[src/rtl/dcsw_pkg.sv]
package dcsw_pkg;

  // ***************************************************
  // Register map (byte addresses)
  // ***************************************************
  localparam logic [7:0] ADDR_CTRL_WORD   = 8'h00;
  localparam logic [7:0] ADDR_SPEED_REF   = 8'h04;
  localparam logic [7:0] ADDR_STATUS_WORD = 8'h08;
  localparam logic [7:0] ADDR_OUT_FREQ    = 8'h0c;
  localparam logic [7:0] ADDR_CONFIG      = 8'h10;
  localparam logic [7:0] ADDR_DRIVE_STATE = 8'h14;
  localparam logic [7:0] ADDR_ACTIONS     = 8'h18;

  // ***************************************************
  // Control word bit positions
  // ***************************************************
  localparam int CW_PRESET_LO  = 0;
  localparam int CW_PRESET_HI  = 1;
  localparam int CW_DC_BRAKE_N = 2;
  localparam int CW_COAST_N    = 3;
  localparam int CW_QSTOP_N    = 4;
  localparam int CW_FREEZE_N   = 5;
  localparam int CW_START      = 6;
  localparam int CW_RESET      = 7;
  localparam int CW_JOG        = 8;
  localparam int CW_RAMP2      = 9;
  localparam int CW_VALID      = 10;
  localparam int CW_RELAY      = 11;
  localparam int CW_DIGOUT     = 12;
  localparam int CW_SETUP_LO   = 13;
  localparam int CW_SETUP_HI   = 14;
  localparam int CW_REVERSE    = 15;

  // ***************************************************
  // Status word bit positions
  // ***************************************************
  localparam int SW_CTRL_READY  = 0;
  localparam int SW_DRIVE_READY = 1;
  localparam int SW_CAN_START   = 2;
  localparam int SW_TRIP        = 3;
  localparam int SW_TRIP_LOCK   = 6;
  localparam int SW_WARNING     = 7;
  localparam int SW_AT_REF      = 8;

  // ***************************************************
  // Config register fields
  // ***************************************************
  localparam int CFG_PROFILE_LSB = 0;
  localparam int CFG_MULTI_SETUP = 8;
  localparam int CFG_REV_LSB     = 9;

  // Drive-state register fields
  localparam int DS_READY      = 0;
  localparam int DS_TRIP       = 1;
  localparam int DS_TRIP_LOCK  = 2;
  localparam int DS_WARNING    = 3;
  localparam int DS_AT_REF     = 4;
  localparam int DS_COAST_IN   = 5;
  localparam int DS_FREQ_LSB   = 16;

  // Actions register fields
  localparam int ACT_CODE_LSB  = 0;
  localparam int ACT_PRESET_LSB = 4;
  localparam int ACT_SETUP_LSB = 6;
  localparam int ACT_RAMP2     = 8;
  localparam int ACT_REVERSE   = 9;
  localparam int ACT_JOG       = 10;
  localparam int ACT_FREEZE    = 11;
  localparam int ACT_OUT_EN    = 12;
  localparam int ACT_RELAY     = 13;
  localparam int ACT_DIGOUT    = 14;

  localparam logic [7:0] PROFILE_NATIVE = 8'h01;
  localparam logic [15:0] CTRL_RESET_VAL = 16'h0000;
  // Ignored word: stop bits released, every command and output off
  localparam logic [15:0] CW_IGNORED     = 16'h007c;

  typedef enum logic [1:0] {REV_DIGITAL, REV_SERIAL, REV_LOGIC_OR, REV_LOGIC_AND} dcsw_rev_t;
  typedef enum logic [2:0] {STOP_NONE, STOP_COAST, STOP_DC_BRAKE, STOP_QUICK, STOP_RAMP} dcsw_stop_t;

endpackage

[src/rtl/dcsw_control_status.sv]
`timescale 1ns/1ns
// How it works
// - Two 16-bit process words each way: control then reference; status then frequency.
// - Control word acts only when profile setting selects native drive profile.
// - Control bits 1:0 pick one of four preset references.
// - Control bit 2 low requests DC braking and stop.
// - Control bit 3 low disables the output stage at once (coast).
// - Control bit 4 low requests quick-stop ramp down.
// - Control bit 5 low freezes output frequency; only speed-up/down inputs change it.
// - While frozen, only coast, DC brake or their inputs may stop the drive.
// - Control bit 6 low ramps to stop with the selected ramp.
// - Trip reset fires only on a rising edge of control bit 7.
// - Control bit 8 high selects the jog frequency.
// - Control bit 9 chooses ramp pair one or two.
// - Control bit 10 low makes the whole control word ignored.
// - Control bits 11 and 12 drive relay and digital outputs.
// - Control bits 14:13 pick the setup when multi-setup is enabled.
// - Control bit 15 reverses only when reversing source is serial, or, and.
// - Status bit 0 is ready; bit 1 is ready with coast active.
// - Status bit 2 is high when the drive can start on command.
// - Status bit 3 is high while tripped and awaiting reset.
// - Status bit 6 reports trip lock; bits 4 and 5 read zero.
// - Status bit 7 is high when any warning is present.
// - Status bit 8 is low while speed differs from the reference.
module dcsw_control_status
  import dcsw_pkg::*;
(
  input  wire logic        ref_clk,
  input  wire logic        rst_b,
  input  wire logic        psel,
  input  wire logic        penable,
  input  wire logic        pwrite,
  input  wire logic [7:0]  paddr,
  input  wire logic [31:0] pwdata,
  input  wire logic        coastIn,
  input  wire logic        dcBrakeIn,
  input  wire logic        stopIn,
  input  wire logic        revIn,
  output logic [31:0]      prdata,
  output logic             pready,
  output logic             pslverr,
  output logic             relayOut,
  output logic             digitalOut,
  output logic             outputEnable,
  output logic             tripResetPulse,
  output logic [1:0]       presetSel,
  output logic [1:0]       setupSel,
  output logic             ramp2Sel,
  output logic             jogSel,
  output logic             freezeSel,
  output logic             reverseSel,
  output dcsw_stop_t       stopMode
);

  // ***************************************************
  // Bus decode
  // ***************************************************
  // Address compare shared by write decode, read mux and error flag
  function automatic logic addrHit(input logic [7:0] addr, input logic [7:0] target);
    return addr == target;
  endfunction

  // Registers are 16 bits wide except the 32-bit drive state; the upper half of a 16-bit register reads zero
  function automatic logic [31:0] lowWord(input logic [15:0] word);
    return {16'h0000, word};
  endfunction

  wire        setupPhase = psel && !penable;
  wire        wrStrobe   = psel && penable && pready && pwrite;
  wire        hitCtrl    = addrHit(paddr, ADDR_CTRL_WORD);
  wire        hitRef     = addrHit(paddr, ADDR_SPEED_REF);
  wire        hitCfg     = addrHit(paddr, ADDR_CONFIG);
  wire        hitState   = addrHit(paddr, ADDR_DRIVE_STATE);
  wire        hitStatus  = addrHit(paddr, ADDR_STATUS_WORD);
  wire        hitFreq    = addrHit(paddr, ADDR_OUT_FREQ);
  wire        hitActions = addrHit(paddr, ADDR_ACTIONS);
  wire        mapped     = hitCtrl || hitRef || hitCfg || hitState || hitStatus || hitFreq || hitActions;
  // Read-only and unmapped offsets never reach the register file
  wire        wrCtrl     = wrStrobe && hitCtrl;
  wire        wrRef      = wrStrobe && hitRef;
  wire        wrCfg      = wrStrobe && hitCfg;
  wire        wrState    = wrStrobe && hitState;

  // ***************************************************
  // Register storage
  // ***************************************************
  logic [15:0] ctrlWord_reg;
  logic [15:0] speedRef_reg;
  logic [15:0] config_reg;
  logic [31:0] driveState_reg;
  logic        resetBitPrev_reg;
  logic [15:0] statusWord;

  // ***************************************************
  // Control word decode
  // ***************************************************
  wire [7:0]      profileSel = config_reg[CFG_PROFILE_LSB +: 8];
  wire            multiSetup = config_reg[CFG_MULTI_SETUP];
  wire dcsw_rev_t revSrc     = dcsw_rev_t'(config_reg[CFG_REV_LSB +: 2]);
  // Ignored word leaves word actions inactive, except setup select holds and revIn can still reverse
  wire cwLive = (profileSel == PROFILE_NATIVE) && ctrlWord_reg[CW_VALID];
  wire [15:0] cw = cwLive ? ctrlWord_reg : CW_IGNORED;

  wire coastCmd   = !cw[CW_COAST_N] || coastIn;
  wire dcCmd      = !cw[CW_DC_BRAKE_N] || dcBrakeIn;
  wire freezeNow  = cwLive && !ctrlWord_reg[CW_FREEZE_N];
  // Freeze masks quick-stop and ramp stops, not coast or brake
  wire quickCmd   = !freezeNow && cwLive && !ctrlWord_reg[CW_QSTOP_N];
  wire rampCmd    = !freezeNow && ((cwLive && !ctrlWord_reg[CW_START]) || stopIn);
  wire serRev     = cw[CW_REVERSE];
  wire revNext    = (revSrc == REV_DIGITAL)   ? revIn :
                    (revSrc == REV_SERIAL)    ? serRev :
                    (revSrc == REV_LOGIC_OR)  ? (revIn || serRev) :
                                                (revIn && serRev);
  wire resetEdge  = cwLive && ctrlWord_reg[CW_RESET] && !resetBitPrev_reg;

  // ***************************************************
  // Stop-mode priority
  // ***************************************************
  // Coast outranks brake: a released output stage cannot brake
  dcsw_stop_t stopNext;
  assign stopNext = coastCmd ? STOP_COAST :
                    dcCmd    ? STOP_DC_BRAKE :
                    quickCmd ? STOP_QUICK :
                    rampCmd  ? STOP_RAMP : STOP_NONE;

  // ***************************************************
  // Status word assembly
  // ***************************************************
  wire ready     = driveState_reg[DS_READY];
  wire coastAny  = coastCmd || driveState_reg[DS_COAST_IN];
  always_comb
  begin
    statusWord                 = 16'h0000;
    statusWord[SW_CTRL_READY]  = ready;
    statusWord[SW_DRIVE_READY] = ready && coastAny;
    statusWord[SW_CAN_START]   = ready && !coastAny && !driveState_reg[DS_TRIP];
    statusWord[SW_TRIP]        = driveState_reg[DS_TRIP];
    statusWord[SW_TRIP_LOCK]   = driveState_reg[DS_TRIP_LOCK];
    statusWord[SW_WARNING]     = driveState_reg[DS_WARNING];
    statusWord[SW_AT_REF]      = driveState_reg[DS_AT_REF];
  end

  wire [15:0] actions = {1'b0, cw[CW_DIGOUT], cw[CW_RELAY], !coastCmd, freezeNow, cw[CW_JOG],
                         revNext, cw[CW_RAMP2], setupSel, cw[CW_PRESET_HI:CW_PRESET_LO], 1'b0, stopNext};

  // ***************************************************
  // Read mux
  // ***************************************************
  // Word pairs sit at adjacent addresses, lower word first
  wire [31:0] readData = hitCtrl    ? lowWord(ctrlWord_reg) :
                         hitRef     ? lowWord(speedRef_reg) :
                         hitStatus  ? lowWord(statusWord) :
                         hitFreq    ? lowWord(driveState_reg[DS_FREQ_LSB +: 16]) :
                         hitCfg     ? lowWord(config_reg) :
                         hitState   ? driveState_reg :
                         hitActions ? lowWord(actions) : 32'h0000_0000;

  // ***************************************************
  // Register file next values
  // ***************************************************
  wire [15:0] ctrlWord_next     = wrCtrl ? pwdata[15:0] : ctrlWord_reg;
  wire [15:0] speedRef_next     = wrRef ? pwdata[15:0] : speedRef_reg;
  wire [15:0] config_next       = wrCfg ? pwdata[15:0] : config_reg;
  wire [31:0] driveState_next   = wrState ? pwdata : driveState_reg;
  // Edge detector follows only a live word, so an ignored word cannot arm it
  wire        resetBitPrev_next = cwLive ? ctrlWord_reg[CW_RESET] : resetBitPrev_reg;

  // ***************************************************
  // Bus answer: no wait state, valid in the first access cycle only
  // ***************************************************
  always_ff @(posedge ref_clk)
  begin
    if (!rst_b)
      pready <= 1'b0;
    else
      pready <= setupPhase;
  end

  always_ff @(posedge ref_clk)
  begin
    if (!rst_b)
      pslverr <= 1'b0;
    else
      pslverr <= setupPhase && !mapped;
  end

  // Zero outside the answer so a stale word never looks valid
  always_ff @(posedge ref_clk)
  begin
    if (!rst_b)
      prdata <= 32'h0000_0000;
    else
      prdata <= (setupPhase && !pwrite) ? readData : 32'h0000_0000;
  end

  // ***************************************************
  // Register file
  // ***************************************************
  always_ff @(posedge ref_clk)
  begin
    if (!rst_b)
      ctrlWord_reg <= CTRL_RESET_VAL;
    else
      ctrlWord_reg <= ctrlWord_next;
  end

  always_ff @(posedge ref_clk)
  begin
    if (!rst_b)
      speedRef_reg <= 16'h0000;
    else
      speedRef_reg <= speedRef_next;
  end

  // Native profile out of reset, so only the valid bit gates the word
  always_ff @(posedge ref_clk)
  begin
    if (!rst_b)
      config_reg <= {8'h00, PROFILE_NATIVE};
    else
      config_reg <= config_next;
  end

  always_ff @(posedge ref_clk)
  begin
    if (!rst_b)
      driveState_reg <= 32'h0000_0000;
    else
      driveState_reg <= driveState_next;
  end

  // ***************************************************
  // Trip reset edge
  // ***************************************************
  always_ff @(posedge ref_clk)
  begin
    if (!rst_b)
      resetBitPrev_reg <= 1'b0;
    else
      resetBitPrev_reg <= resetBitPrev_next;
  end

  always_ff @(posedge ref_clk)
  begin
    if (!rst_b)
      tripResetPulse <= 1'b0;
    else
      tripResetPulse <= resetEdge;
  end

  // ***************************************************
  // Output stage and stop mode
  // ***************************************************
  always_ff @(posedge ref_clk)
  begin
    if (!rst_b)
      outputEnable <= 1'b0;
    else
      outputEnable <= !coastCmd;
  end

  // Reset parks the drive coasting, output stage off
  always_ff @(posedge ref_clk)
  begin
    if (!rst_b)
      stopMode <= STOP_COAST;
    else
      stopMode <= stopNext;
  end

  // ***************************************************
  // Reference and setup selections
  // ***************************************************
  always_ff @(posedge ref_clk)
  begin
    if (!rst_b)
      presetSel <= 2'b00;
    else
      presetSel <= cw[CW_PRESET_HI:CW_PRESET_LO];
  end

  // Setup holds while multi-setup is off or the word is ignored
  always_ff @(posedge ref_clk)
  begin
    if (!rst_b)
      setupSel <= 2'b00;
    else if (multiSetup && cwLive)
      setupSel <= cw[CW_SETUP_HI:CW_SETUP_LO];
  end

  always_ff @(posedge ref_clk)
  begin
    if (!rst_b)
      ramp2Sel <= 1'b0;
    else
      ramp2Sel <= cw[CW_RAMP2];
  end

  always_ff @(posedge ref_clk)
  begin
    if (!rst_b)
      jogSel <= 1'b0;
    else
      jogSel <= cw[CW_JOG];
  end

  always_ff @(posedge ref_clk)
  begin
    if (!rst_b)
      freezeSel <= 1'b0;
    else
      freezeSel <= freezeNow;
  end

  // Source select sits in config; default follows the input pin
  always_ff @(posedge ref_clk)
  begin
    if (!rst_b)
      reverseSel <= 1'b0;
    else
      reverseSel <= revNext;
  end

  // ***************************************************
  // Output pins
  // ***************************************************
  always_ff @(posedge ref_clk)
  begin
    if (!rst_b)
      relayOut <= 1'b0;
    else
      relayOut <= cw[CW_RELAY];
  end

  always_ff @(posedge ref_clk)
  begin
    if (!rst_b)
      digitalOut <= 1'b0;
    else
      digitalOut <= cw[CW_DIGOUT];
  end

endmodule

[config.mk]
export PLATFORM = sky130hd
export DESIGN_NAME = dcsw_control_status
export DESIGN_NICKNAME = d
export VERILOG_FILES = /design/src/rtl/dcsw_pkg.sv /design/src/rtl/dcsw_control_status.sv
export SDC_FILE = /design/constraint.sdc
export NUM_CORES = 1
export LEC_CHECK = 0
export BUFFER_PORTS_ARGS = -buffer_cell sky130_fd_sc_hd__buf_2
export CAP_MARGIN = 20
export CORE_ASPECT_RATIO = 0.8
export CORE_UTILIZATION = 46
export DETAILED_ROUTE_END_ITERATION = 16
export PLACE_DENSITY = 0.74
export SLEW_MARGIN = 15
export SYNTH_ARGS = -nofsm -noshare
export SYNTH_HDL_FRONTEND = slang
export SYNTH_SLANG_ARGS = --single-unit
[constraint.sdc]
create_clock -name ref_clk -period 2.2 [get_ports ref_clk]
set_clock_uncertainty 0.1 [all_clocks]
set_input_delay 0.11 -clock ref_clk [delete_from_list [all_inputs] [get_ports ref_clk]]
set_output_delay 0.11 -clock ref_clk [all_outputs]
set_load 0.1 [all_outputs]
==> run_results.csv <==
group,metric,value,unit
status,outcome,"complete, no violations",
setup_path,worstRegToRegCells,6,
clock_tree,root_buffer,"clkbuf_16",
pwr,leakage,0.00292,µW
pwr,clkPwrFrac,49.7,%
finish,drive_gt1_share,24.4,%
yosys,synth_nets,727,
sta,clock.fmax,464,MHz
hold_path,holdPathEnd,"prdata[3]",
floorplanning,die_area,12800,µm²
placed_design,dp_hpwl,14.7,mm
grt,grt_max_degree,72,
drt,wire_per_inst,21.0,µm
floorplanning,ios,98,
setup_path,r2r_end,"prdata[13]",
setup_path,cp-start-kind,"input port",
floorplanning,die_y,101,µm
setup_path,critPathCaptureType,"register",
clock_tree,cts_sinks,130,
clock_tree,cts_htree_levels,4,
job,cap_violations,0,
sta,fin_crit,2160,ps
sta,rsz0062_at_grt,"false",
pwr,finalPower,5420,µW
drt,wirelength,20.9,mm
grt,gr-total-overflow,0,
yosys,post_synth.cell_area_avg,8.38,µm²
yosys,synth_edf_count,0,
setup_path,arrival,2380,ps
sta,slew_headroom,58.8,%
finish,syn_to_final_growth,33.4,%
setup_path,cp.required,2430,ps
floorplanning,start_util,48.3,%
hold_path,hold_start,"paddr[0]",
yosys,yosysWarningCount,0,
finish,most-common-layout-cells,"nand2_1, dfxtp_1, buf_2",
pwr,swShare,24.8,%
drt,drt_iter0_drc,530,
sta,finalSetupViolCount,0,
pwr,comb_power_share,6.7,%
clock_tree,clk_latency,420,ps
sta,setup_tns,0,ps
placed_design,placement.io_buffers,97,
pwr,peakVddDrop,0.603,mV
drt,wl_met3,1.88,mm
pwr,seqPwrFrac,43.5,%
sta,period_share,98.0,%
clock_tree,cts_buffers,17,
setup_path,r2r-start,"config_reg[4]",
yosys,synthArstFlopShare,0,%
sta,hold_violations,0,
floorplanning,rows,35,
drt,vias,5758,
setup_path,crit_type,"input port to register",
yosys,synth-seq-cells,130,
sta,worst_pin_slew,618,ps
grt,antenna_found_initial,0,
grt,grt_usage,33.9,%
grt,first_global_vias,5567,
sta,maxSlewViolCount,0,
yosys,ys_types,67,
clock_tree,cts_tree,"yes",
drt,postRouteAntennaNets,0,
drt,vias_per_cell,5.78,
setup_path,critPathMaxFanout,8,
clock_tree,max-clock-path-buffers,2,
hold_path,hold_class,"input port to register",
pwr,power.density,715,nW/µm²
finish,layout_commonest_cell,"nand2_1",
drt,highest_layer,"met4",
drt,met1_length,9.01,mm
floorplanning,die_x,126,µm
floorplanning,core-area,11800,µm²
yosys,synth_flop_cell,"dfxtp_1",
yosys,synth-seq-area-share,45.8,%
setup_path,rrSetupSlack,120,ps
drt,first_pass_iters,5,
finish,final_nets,885,
grt,grt_pass1_wl,32.1,mm
drt,wl_met2,9.35,mm
yosys,syn_area,5680,µm²
pwr,p_int,4080,µW
yosys,syn_inst,678,
clock_tree,clk_pin_slew,60,ps
placed_design,gp_congestion,0.968,
finish,diodes,0,
drt,drc,0,
hold_path,worstHoldPathCells,4,
pwr,power_switching,1350,µW
[through the flow]
stage,instances,cell area (µm²),setup slack (ps),hold slack [ps],utilization (%)
after CTS,995,7530,38.5,12.6,63.9
after global placement,923,6570,131,236,55.7
final,997,7580,44.2,45.7,64.4
after floorplan,678,5690,217,99.7,-
after global routing,997,7580,1.56,53.8,64.4
after detailed placement,923,6570,107,252,55.7
[worst max-delay path, cell delays in order]
cell and delay (ps):
dlygate4sd3_1 540, buf_2 200, nor3b_4 370, nand3_2 180, or3_4 390, a2111o_1 400
a211oi_1 190
[power groups by stage]
stage / combinational (µW) / clock, µW / sequential [µW]
2_1_floorplan: 118 / 0 / 2450
4_1_cts: 352 / 2710 / 2360
3_3_place_gp: 298 / 0 / 2410
5_1_grt: 382 / 2820 / 2360
3_5_place_dp: 297 / 0 / 2410
6_report: 364 / 2700 / 2360
[Yosys cell counts (4+ instances only)]
cell type / n / area [µm²]
clkbuf_1: 29 / 109
mux2i_1: 6 / 60.1
nand2b_1: 5 / 31.3
mux2_2: 4 / 45.0
nor3_1: 14 / 70.1
and3_1: 8 / 50.1
a221oi_1: 4 / 35.0
dfxtp_1: 130 / 2600
a221o_1: 5 / 50.1
nand4_1: 5 / 31.3
inv_1: 11 / 41.3
o21ai_0: 28 / 140
a21boi_0: 71 / 533
buf_2: 14 / 70.1
nand3_1: 12 / 60.1
and2_1: 18 / 113
a21boi_1: 9 / 67.6
a21oi_1: 22 / 110
nor2b_1: 15 / 93.8
nand2_1: 180 / 676
nor2_1: 17 / 63.8
[timing repair]
action	in CTS	in global routing
hold endpoints to repair	88	0
resized for setup	0	5
hold buffers	40	0
endpoints found under the setup margin	0	51
setup buffers	0	1
[final cells by class]
class	count	area [µm²]
Fill cell	996	4200
Multi-Input combinational cell	491	2860
Sequential cell	130	2600
Timing Repair Buffer	185	1330
Clock buffer	18	429
Tap cell	148	185
Clock inverter	14	133
Inverter	11	41.3
[worst max-delay path by stage]
stage | endpoint | from | cells after the start
2_1_floorplan | prdata[5] | config_reg[3] | 6
3_3_place_gp | prdata[1] | config_reg[3] | 5
3_5_place_dp | prdata[5] | config_reg[4] | 6
4_1_cts | prdata[11] | paddr[4] | 7
5_1_grt | prdata[2] | paddr[4] | 7
6_report | prdata[2] | paddr[4] | 7
[metal layers]
metal  GRT usage (%)  vias up
met5               0        -
met4            14.5        0
met3            8.77       52
met2            52.6      287
met1            45.0     2758
li1                -     2661
[kinds of logic after synthesis]
| logic type | Yosys count | synth area share, % |
|---|---|---|
| and+or+nand+nor | 309 | 26.5 |
| buffers and inverters | 57 | 4.34 |
| xor gates and xnor gates | 1 | 0.154 |
| AOI/OAI and AO/OA | 171 | 21.4 |
| DFF | 130 | 45.8 |
| muxes | 10 | 1.85 |
Power figures use the tool's default switching activity.
